`config.mk`:
```
export PLATFORM = sky130hd
export DESIGN_NAME = sbx_regs
export DESIGN_NICKNAME = d
export VERILOG_FILES = /design/src/sbx_pkg.sv /design/src/sbx_regs.sv
export SDC_FILE = /design/constraint.sdc
export NUM_CORES = 1
export LEC_CHECK = 0
export BUFFER_PORTS_ARGS = -buffer_cell sky130_fd_sc_hd__clkbuf_2
export CELL_PAD_IN_SITES_DETAIL_PLACEMENT = 0
export CELL_PAD_IN_SITES_GLOBAL_PLACEMENT = 1
export CORE_MARGIN = 2
export CORE_UTILIZATION = 30
export DETAILED_ROUTE_END_ITERATION = 16
export PLACE_DENSITY = 0.73
export SETUP_SLACK_MARGIN = 0.02
export SLEW_MARGIN = 10
export SYNTH_ARGS = -nofsm -noshare
export SYNTH_HDL_FRONTEND = slang
export SYNTH_SLANG_ARGS = --single-unit
export TNS_END_PERCENT = 100
```
`constraint.sdc`:
```
create_clock -name clk_i -period 1.78 [get_ports clk_i]
set_clock_uncertainty 0.05 [all_clocks]
set_input_delay 0.356 -clock clk_i [delete_from_list [all_inputs] [get_ports clk_i]]
set_output_delay 0.356 -clock clk_i [all_outputs]
set_load 0.005 [all_outputs]
```
`src/sbx_pkg.sv`:
```
package sbx_pkg;
    // =========================================================
    // register map (word aligned byte addresses)
    localparam logic [7:0] SBX_ADDR_DIV = 8'h00;
    localparam logic [7:0] SBX_ADDR_BIAS = 8'h04;
    localparam logic [7:0] SBX_ADDR_XO = 8'h08;
    localparam logic [7:0] SBX_ADDR_IRQ_STS = 8'h0C;
    localparam logic [7:0] SBX_ADDR_IRQ_MASK = 8'h10;
    // =========================================================
    // field layouts and reset values
    localparam logic [4:0] SBX_DIV_RST = 5'h0C;
    localparam logic [4:0] SBX_DIV_MIN = 5'h0A;
    localparam logic [4:0] SBX_DIV_MAX = 5'h0F;
    localparam int SBX_APLL_PRE_DIV = 4;
    localparam int SBX_SYS_MIN_MHZ = 180;
    localparam int SBX_SYS_MAX_MHZ = 333;
    localparam logic [18:0] SBX_XO_RST = 19'h15F1F;
    localparam logic [18:0] SBX_XO_WMASK = 19'h7FFFF;
    localparam logic [5:0] SBX_CAP_MAX = 6'h2F;
    localparam logic [5:0] SBX_CAP_RST = 6'h1F;
    localparam int SBX_XO_LDO_BIT = 16;
    // interrupt status bits
    localparam int SBX_IRQ_DONE = 0;
    localparam int SBX_IRQ_FAIL = 1;
    localparam int SBX_IRQ_BADDIV = 2;
    localparam int SBX_IRQ_BADCAP = 3;
    localparam int SBX_IRQ_W = 4;
    localparam logic [3:0] SBX_IRQ_MASK_RST = 4'h0;
endpackage

```
`src/sbx_regs.sv`:
```
// The register offsets and the Wishbone register port were left to the implementer.
`timescale 1ns/1ps
module sbx_regs (
    // clock and reset
    input wire logic clk_i,
    input wire logic rst_i,
    input wire logic ce_i,
    // wishbone slave
    input wire logic wb_cyc_i,
    input wire logic wb_stb_i,
    input wire logic wb_we_i,
    input wire logic [7:0] wb_adr_i,
    input wire logic [3:0] wb_sel_i,
    input wire logic [31:0] wb_dat_i,
    output logic [31:0] wb_dat_o,
    output logic wb_ack_o,
    // calibration engine (from analog side)
    input wire logic cal_done_i,
    input wire logic cal_fail_i,
    input wire logic [2:0] cal_sel_i,
    input wire logic [2:0] cal_eff_i,
    input wire logic cal_cmp_i,
    // configuration outputs
    output logic [4:0] sys_div_o,
    output logic oscillator_regulator_on_o,
    output logic [1:0] xo_gain_o,
    output logic [5:0] xo_cap_out_o,
    output logic [5:0] xo_cap_in_o,
    output logic [1:0] oscillator_spare_bits_o,
    // interrupt
    output logic irq_o
);
    import sbx_pkg::*;

    // =========================================================
    // input synchronisers
    logic [8:0] sync1_ff;
    logic [8:0] sync2_ff;
    logic done_d_ff;
    logic [8:0] async_in;
    assign async_in = {cal_cmp_i, cal_eff_i, cal_sel_i, cal_fail_i, cal_done_i};

    always_ff @(posedge clk_i) begin
        if (rst_i) begin
            sync1_ff <= 9'h000;
            sync2_ff <= 9'h000;
            done_d_ff <= 1'b0;
        end else if (ce_i) begin
            sync1_ff <= async_in;
            sync2_ff <= sync1_ff;
            done_d_ff <= sync2_ff[0];
        end
    end

    // status word: upper bits are zero
    logic [15:0] bias_calibration_status;
    assign bias_calibration_status = {7'h00, sync2_ff[8], sync2_ff[7:5], sync2_ff[4:2], sync2_ff[1], sync2_ff[0]};

    // =========================================================
    // bus decode
    function automatic logic [31:0] sbx_merge(input logic [31:0] old, input logic [31:0] wd, input logic [3:0] sel);
        logic [31:0] r;
        r = old;
        for (int i = 0; i < 4; i++) begin
            if (sel[i]) begin
                r[i*8 +: 8] = wd[i*8 +: 8];
            end
        end
        return r;
    endfunction

    function automatic logic cap_bad(input logic [5:0] c);
        return c > SBX_CAP_MAX;
    endfunction

    // divider codes outside the legal window would push the system clock out of range
    function automatic logic div_bad(input logic [4:0] d);
        return (d < SBX_DIV_MIN) | (d > SBX_DIV_MAX);
    endfunction

    logic ack_ff;
    logic req;
    logic wr;
    logic hit_div;
    logic hit_bias;
    logic hit_xo;
    logic hit_ists;
    logic hit_imask;
    assign req = wb_cyc_i & wb_stb_i & ~ack_ff;
    assign wr = req & wb_we_i;
    assign hit_div = (wb_adr_i == SBX_ADDR_DIV);
    assign hit_bias = (wb_adr_i == SBX_ADDR_BIAS);
    assign hit_xo = (wb_adr_i == SBX_ADDR_XO);
    assign hit_ists = (wb_adr_i == SBX_ADDR_IRQ_STS);
    assign hit_imask = (wb_adr_i == SBX_ADDR_IRQ_MASK);

    // =========================================================
    // registers
    logic [4:0] div_ff;
    logic [18:0] xo_ff;
    logic [3:0] ists_ff;
    logic [3:0] imask_ff;
    logic [31:0] dat_ff;
    logic [31:0] div_wd;
    logic [31:0] xo_wd;
    logic [31:0] ists_wd;
    logic [31:0] imask_wd;
    assign div_wd = sbx_merge({27'h0, div_ff}, wb_dat_i, wb_sel_i);
    assign xo_wd = sbx_merge({13'h0, xo_ff}, wb_dat_i, wb_sel_i);
    assign ists_wd = sbx_merge(32'h0, wb_dat_i, wb_sel_i);
    assign imask_wd = sbx_merge({28'h0, imask_ff}, wb_dat_i, wb_sel_i);

    // events
    logic [3:0] ev;
    logic div_wr_bad;
    logic cap_wr_bad;
    assign div_wr_bad = wr & hit_div & div_bad(div_wd[4:0]);
    assign cap_wr_bad = wr & hit_xo & (cap_bad(xo_wd[13:8]) | cap_bad(xo_wd[5:0]));
    assign ev[SBX_IRQ_DONE] = sync2_ff[0] & ~done_d_ff;
    assign ev[SBX_IRQ_FAIL] = sync2_ff[0] & ~done_d_ff & sync2_ff[1];
    assign ev[SBX_IRQ_BADDIV] = div_wr_bad;
    assign ev[SBX_IRQ_BADCAP] = cap_wr_bad;

    logic [3:0] nxt_ists;
    assign nxt_ists = (ists_ff & ~((wr & hit_ists) ? ists_wd[3:0] : 4'h0)) | ev;

    logic [31:0] rd_mux;
    assign rd_mux = hit_div ? {27'h0, div_ff} :
                    hit_bias ? {16'h0, bias_calibration_status} :
                    hit_xo ? {13'h0, xo_ff} :
                    hit_ists ? {28'h0, ists_ff} :
                    hit_imask ? {28'h0, imask_ff} : 32'h0;

    always_ff @(posedge clk_i) begin
        if (rst_i) begin
            div_ff <= SBX_DIV_RST;
            xo_ff <= SBX_XO_RST;
            ists_ff <= 4'h0;
            imask_ff <= SBX_IRQ_MASK_RST;
            ack_ff <= 1'b0;
            dat_ff <= 32'h0;
        end else if (ce_i) begin
            ack_ff <= req;
            ists_ff <= nxt_ists;
            if (req) begin
                dat_ff <= rd_mux;
            end
            // out of range divider writes are refused so the clock stays legal
            if (wr & hit_div & ~div_wr_bad) begin
                div_ff <= div_wd[4:0];
            end
            if (wr & hit_xo) begin
                xo_ff <= xo_wd[18:0] & SBX_XO_WMASK;
            end
            if (wr & hit_imask) begin
                imask_ff <= imask_wd[3:0];
            end
        end
    end

    assign wb_ack_o = ack_ff;
    assign wb_dat_o = dat_ff;
    assign irq_o = |(ists_ff & imask_ff);

    assign sys_div_o = div_ff;
    assign oscillator_regulator_on_o = xo_ff[SBX_XO_LDO_BIT];
    assign xo_gain_o = xo_ff[15:14];
    assign xo_cap_out_o = xo_ff[13:8];
    assign xo_cap_in_o = xo_ff[5:0];
    assign oscillator_spare_bits_o = xo_ff[18:17];
endmodule

```
* Word-level counts from Yosys, hierarchy flattened
Cells that the tools add are included.
** Operators by class
- Order comparisons :: 4
- Equal/unequal tests :: 4
- Mux-type cells :: 10
- Bitwise gates (word level) :: 21
- Reduce and logical (&&, ||, !) cells :: 9
** Operator list (count)
- $mux W19 :: 3
- $eq A8 B4 Y1 const B :: 2
- $mux W4 :: 4
- $and A1 B1 Y1 :: 12
- $gt A6 B6 Y1 const B :: 2
- $mux W6 :: 2
- $reduce_and A3 Y1 :: 4
- $and A4 B4 Y4 :: 2
- $eq A8 B3 Y1 const B :: 1
- $eq A8 B5 Y1 const B :: 1
- $logic_not A8 Y1 :: 1
- $reduce_and A2 Y1 :: 3
- $gt A5 B4 Y1 const B :: 1
- $lt A5 B4 Y1 const B :: 1
- $mux W5 :: 1
- $not A4 Y4 :: 1
- $or A4 B4 Y4 :: 1
- $reduce_or A4 Y1 :: 1
- $not A1 Y1 :: 3
- $or A1 B1 Y1 :: 2
** Storage, ports and cells
- Register bits after elaboration :: 84
- Word-level logic and storage cells :: 60

* Depth between registers and ports, before layout
Gate-level depths: netlist (run 1).
- Depth in word-level cells :: 8
- Gate-level depth with buffers :: 7

* Worst setup path after synthesis (run 1)
Ideal clock, no wire load.
- Kind :: input to register
- Start point :: input wb_adr_i[3]
- End point :: register xo_ff[16]
- Library setup time :: 129 ps
- Arrival :: 1648 ps
- Required time :: 1601 ps
- Path slack :: -48 ps
- Stages on the path :: 5
- Cells stage by stage :: buf_4 or4b_4 or4_4 mux2i_1 nand2_1
** Between the ends
- Word-level cells in the longest chain between the ends :: 3
** Ends and longest elaborated chain
- start: declaration :: RTL line sbx_regs.sv:12 : input wire logic [7:0] wb_adr_i,
- $eq A8 B4 Y1 :: RTL line sbx_regs.sv:93 : assign hit_xo = (wb_adr_i == SBX_ADDR_XO);
- $and A1 B1 Y1 :: RTL line sbx_regs.sv:152 : if (wr & hit_xo) begin
- $reduce_and A3 Y1 (no line)
- end signal: assignment :: RTL line sbx_regs.sv:153 : xo_ff <= xo_wd[18:0] & SBX_XO_WMASK;
- end: declaration :: RTL line sbx_regs.sv:100 : logic [18:0] xo_ff;
Every way passes these cells.
A chain may end at the register's enable or synchronous reset.

* Final worst setup path (run 1)
- Start point :: input wb_adr_i[4]
- End point :: register xo_ff[16]
Same word-level chain as after synthesis.

==> results of run 1 <==
-- cells in the mapped netlist (2+ instances only) --
cell        n
dfxtp_1    71
nor2_1     40
mux2i_1    33
buf_4      30
nand2_1    29
nand3_1    26
o21ai_0    17
a21oi_1    16
clkbuf_1   16
a22oi_1    12
a211oi_1    5
a2bb2oi_1   5
buf_2       5
nand2b_1    5
a221oi_1    4
a22o_1      4
and3_1      4
inv_1       4
o32ai_1     4
nand4_1     3
nand4b_1    3
nor2b_1     3
nor3_1      3
nor4b_1     3
and2_1      2
and4_1      2
nor4_1      2
o2111ai_1   2
o211ai_1    2
or3_1       2
or4_4       2
-- placed cells by master (no fill, tap or decap), types with 3 or more instances in the layout --
| cell | count |
|---|---|
| and3_1 | 4 |
| bufinv_16 | 3 |
| nor2b_1 | 3 |
| clkbuf_8 | 10 |
| clkbuf_2 | 87 |
| mux2i_1 | 33 |
| a21oi_1 | 16 |
| nor2_1 | 40 |
| o32ai_1 | 4 |
| nand3_1 | 26 |
| dfxtp_1 | 71 |
| a22o_1 | 4 |
| a22oi_1 | 12 |
| inv_1 | 4 |
| buf_4 | 35 |
| nand2b_1 | 5 |
| conb_1 | 13 |
| nor3_1 | 3 |
| buf_12 | 3 |
| nand2_1 | 29 |
| nor4b_1 | 3 |
| o21ai_0 | 17 |
| nand4_1 | 3 |
| a211oi_1 | 5 |
| a221oi_1 | 4 |
| a2bb2oi_1 | 5 |
| nand4b_1 | 3 |
-- per-stage QoR --
| step | utilization, % | std cells |
|---|---|---|
| after floorplan | - | 380 |
| after global placement | 36.70 | 594 |
| after detailed placement | 36.70 | 594 |
| after CTS | 38.99 | 610 |
| after global routing | 39.01 | 610 |
| final | 39.01 | 610 |
-- final timing paths --
check / startpoint / to / slack, ns
max reg2reg: wb_ack_o / wb_dat_o[18] / 0.17
min reg2reg: wb_dat_o[4] / wb_dat_o[4] / 0.41
max: wb_adr_i[4] / xo_ff[16] / 0.15
min: wb_dat_i[16] / xo_ff[16] / 0.18
-- layer usage --
metal | vias up | track usage (%) | routed length, um
li1 | 1477 | - | -
met1 | 1366 | 19.58 | 4165
met2 | 87 | 26.33 | 4272
met3 | 11 | 5.124 | 603
met4 | 0 | 5.861 | 164
met5 | - | 0 | 0
-- power groups by stage --
stage,Sequential (mW),Clock [mW],Combinational (mW)
floorplan,1.65,0,0.151
global placement,1.66,0,0.267
detailed placement,1.66,0,0.271
global route,1.62,1.69,0.301
finish,1.62,1.59,0.272
CTS,1.62,1.63,0.273
-- cell type report --
| cell class | instances | share of cell area [%] |
|---|---|---|
| clock buffer | 10 | 3.298 |
| inverter | 4 | 0.3598 |
| sequential | 71 | 34.06 |
| timing repair buffer | 125 | 18.17 |
| tap | 140 | 4.198 |
| multi-input combinational | 254 | 37.33 |
| clock inverter | 6 | 2.579 |
-- cell families (layout without fill, tap and decap cells) --
group	Yosys count	after routing	share of synthesized area, %
buffers and inverters	55	145	9.985
flip-flops	71	71	43.63
other	1	13	0.1151
AO/OA/AOI/OAI	73	73	15.17
AND/OR/NAND/NOR	135	135	20.97
multiplexers	33	33	10.14
-- worst max-delay path, stage by stage --
cell      delay [ns]
clkbuf_2        0.11
or4_4           0.57
or4_4           0.56
mux2i_1         0.16
nand2_1         0.06
-- what timing repair did --
item                                    in CTS  in global routing
endpoints found under the setup margin       0                  3
gates resized for setup                      0                  1
hold endpoints to repair                     0                  0
==> metrics.txt, run 1 <==
Reg area=about 1400 um^2; Worst-path clk slew=0.07 ns; sw frac=22.73%; crit-path max FO=3; CP endpoint kind=flip-flop; Unique masters post-synth=40; ANT nets after route=0; hold_ws=around 0.18 ns; Flop pwr share=46.6%; crit path DAT=~1.8 ns; maximum VDD drop=between 0.0003 and 0.0004 V; Clk Latency, worst-skew pair=approximately 0.35 ns; NumNets Final=524; Worst setup SP type=input port; GRT Total Usage=16.00%; PwrDens=834.6 nW/um^2; Finished Cell Area=4173 um^2; Synth Warn #=0; flops & latches, synth=71; 1st-pass router iterations=4; Starting Density=30.46%; Yosys top cell by area=dfxtp_1; n_diodes=0; FILL cells=1,106; antenna violations before repair=0; # rows=38; H-tree levels=3; largest net degree at the start of global routing=24; setup bufs post-CTS=0; P_int=2.691 mW; Leakage=1.787 nW; dpl hpwl=7.134 mm; vias in the first global route=approximately 2,700; Iteration-0 DRC Markers=94; Syn Inst Count=approximately 370; pre-CTS setup slack=-0.2186 ns; sequential-to-total area share from yosys stat=43.63%; remaining global-route overflow=0; setup ws final=0.1548 ns; DRC=0; share of layout cells above drive strength 1=31.28%; CP Data Required Time=just under 2 ns; unrepaired setup endpoints after global routing=false; worst min path class=in -> reg; Final setup viols=0; Mean Syn Cell Area=between 8 and 9 um^2; cts hold-fix bufs=0; Post-synth ARST share=0%; Final Power=around 3.5 mW; crit path kind=in -> reg; Net Sw Power=791.4 uW; vias=2,941; Num CTS Buffers=9; status=finished clean; Fin Setup TNS=0 ns; Logic pwr share=7.8%; Mapped Area=3258 um^2; Final Max Slew Viols=0; fin crit period=around 1.6 ns; Hold Path Depth=3; Clock Power Share=45.6%; area of the multi-input gates=about 1600 um^2; Die Wd=108.2 um; Synth Flop Type=dfxtp_1; first-pass GRT wire length=about 14 mm; routed vias/inst=4.821; I/O pin total=115; CTS Sinks=71; post-synth top area share=43.63%; CTS max path bufs=2; MaxCap Viol Count=0; Avg WL per Cell=~15 um; Area contributors post-synth=dfxtp_1 44%, mux2i_1 10%, buf_4 6.9%, nor2_1 4.6%, nand3_1 4.0%; post-route clock period utilization=between 90% and 100%; IO buf count=87; core footprint=10,700 um^2; FMAX=about 620 MHz; Die Ht=108.2 um; CTS root buffer=clkbuf_8; synthesis-to-finish area growth=28.07%; Hold Violations, Final=0; Die Area=11,710 um^2; reg2reg path depth=7; Post-DP Area=between 3000 and 4000 um^2; Post-synth EDFFs=0; final WL=between 9 and 10 mm; RePlAce Congestion=approximately 0.95; TritonCTS clock tree=built
No activity file was read; power rests on OpenSTA's default activity.
==> run 2: changes to the inputs <==
PLACE_DENSITY = 0.74   (was 0.73)
==> metrics.txt, run 2 (synthesized netlist as in run 1, its figures left out) <==
Hold Violations, Final=0; Die Ht=108.2 um; fin crit period=1.619 ns; MaxCap Viol Count=0; synthesis-to-finish area growth=24.54%; post-route clock period utilization=90.93%; commonest non-fill, non-tap cells in the layout=87 x clkbuf_2, 71 x dfxtp_1, 40 x nor2_1, 36 x buf_4, 33 x mux2i_1; Clk Latency, worst-skew pair=0.36 ns; largest net degree at the start of global routing=32; Fin Setup TNS=0 ns; setup bufs post-CTS=0; crit path DAT=1.82 ns; CTS root buffer=clkbuf_8; NumNets Final=523; status=finished clean; 1st-pass router iterations=5; most frequent CP cell=or4_4; worst min path class=in -> reg; IO buf count=87; final cell count without fillers=608; RePlAce Congestion=0.9302; FMAX=617.8 MHz; crit-path max FO=3; routed vias/inst=roughly 5; CTS Sinks=71; Starting Density=just over 30%; # resized after CTS=0; Placed Cells=between 500 and 600; share of layout cells above drive strength 1=30.56%; most common cell after layout, fill and taps aside=clkbuf_2; CP endpoint kind=flip-flop; Reg-to-Reg Start=wb_ack_o; dpl hpwl=7.209 mm; n_diodes=0; FILL cells=1,141; Iteration-0 DRC Markers=between 200 and 250; min-delay src=wb_dat_i[16]; TritonCTS clock tree=built; Final Power=3.024 mW; crit path from=wb_adr_i[4]; Final setup viols=0; Die Wd=108.2 um; worst-path cell chain=clkbuf_2, or4_4, or4_4, mux2i_1, nand2_1; Worst setup SP type=input port; final WL=9.249 mm; Leakage=1.739 nW; Worst path max stage delay=0.57 ns; CP Data Required Time=1.98 ns; maximum VDD drop=0.0003669 V; GRT Total Usage=roughly 16%; PwrDens=745.3 nW/um^2; Worst-path clk slew=approximately 0.08 ns; Final Max Slew Viols=0; CTS max path bufs=2; core footprint=10,700 um^2; vias in the first global route=2,837; slowest cell on the critical path=or4_4; first-pass GRT wire length=14.41 mm; cts hold-fix bufs=0; # rows=38; DRC=0; antenna violations before repair=0; I/O pin total=115; ANT nets after route=0; remaining global-route overflow=0; Die Area=11,710 um^2; Num CTS Buffers=9; H-tree levels=3; vias=between 2,000 and 3,000; Avg WL per Cell=15.21 um; crit path kind=in -> reg; unrepaired setup endpoints after global routing=false
run 2: layer usage:
| metal | track usage, % | vias to the layer above | part of all wire [%] | routed length [um] |
|---|---|---|---|---|
| li1 | - | 1474 | - | - |
| met1 | 19.96 | 1372 | 47 | 4303 |
| met2 | 26.06 | 89 | 46 | 4211 |
| met3 | 5.485 | 23 | 5.1 | 470 |
| met4 | 6.777 | 0 | 2.9 | 264 |
| met5 | 0 | - | 0 | 0 |
run 2: path summary, 6_finish.rpt:
| kind | endpoint | slack [ns] | depth (start not counted) |
|---|---|---|---|
| setup reg to reg | wb_dat_o[12] | 0.17 | 7 |
| setup / recovery | xo_ff[16] | 0.16 | 5 |
| hold / removal | xo_ff[16] | 0.17 | 3 |
| hold reg to reg | wb_dat_o[7] | 0.41 | 2 |
run 2: worst max-delay path, delay by kind of cell:
kind / cells / cell delay, ns
buffers and inverters: 1 / 0.11
and+or+nand+nor: 3 / 1.19
muxes: 1 / 0.16
run 2: metrics by stage:
| stage | setup WS (ns) | hold WS [ns] | cell area, um^2 | utilization [%] |
|---|---|---|---|---|
| after CTS | 0.1500 | 0.1649 | 4058 | 37.93 |
| after floorplan | -0.01803 | 0.3949 | 3303 | - |
| after detailed placement | -0.2329 | 0.3985 | 3894 | 36.40 |
| final | 0.1614 | 0.1679 | 4058 | 37.93 |
| after global placement | -0.2363 | 0.3962 | 3894 | 36.40 |
| after global routing | 0.03364 | 0.1646 | 4058 | 37.93 |
run 2: report_power, final:
| group | total (mW) | internal [mW] | switching [mW] | leakage (nW) |
|---|---|---|---|---|
| Clock | 1.14 | 0.529 | 0.607 | 0.0850 |
| Combinational | 0.266 | 0.114 | 0.152 | 1.08 |
| Sequential | 1.62 | 1.61 | 0.0140 | 0.575 |
run 2: final cells by class:
cell class	count	area, um^2	share of cell area, %
repair buffers	124	725.7	17.88
flip-flops and latches	71	1421	35.03
inverters	4	15.01	0.3700
multi-input cells	254	1556	38.36
well taps	140	175.2	4.317
clock inverters	4	22.52	0.5550
clock buffers	11	141.4	3.484
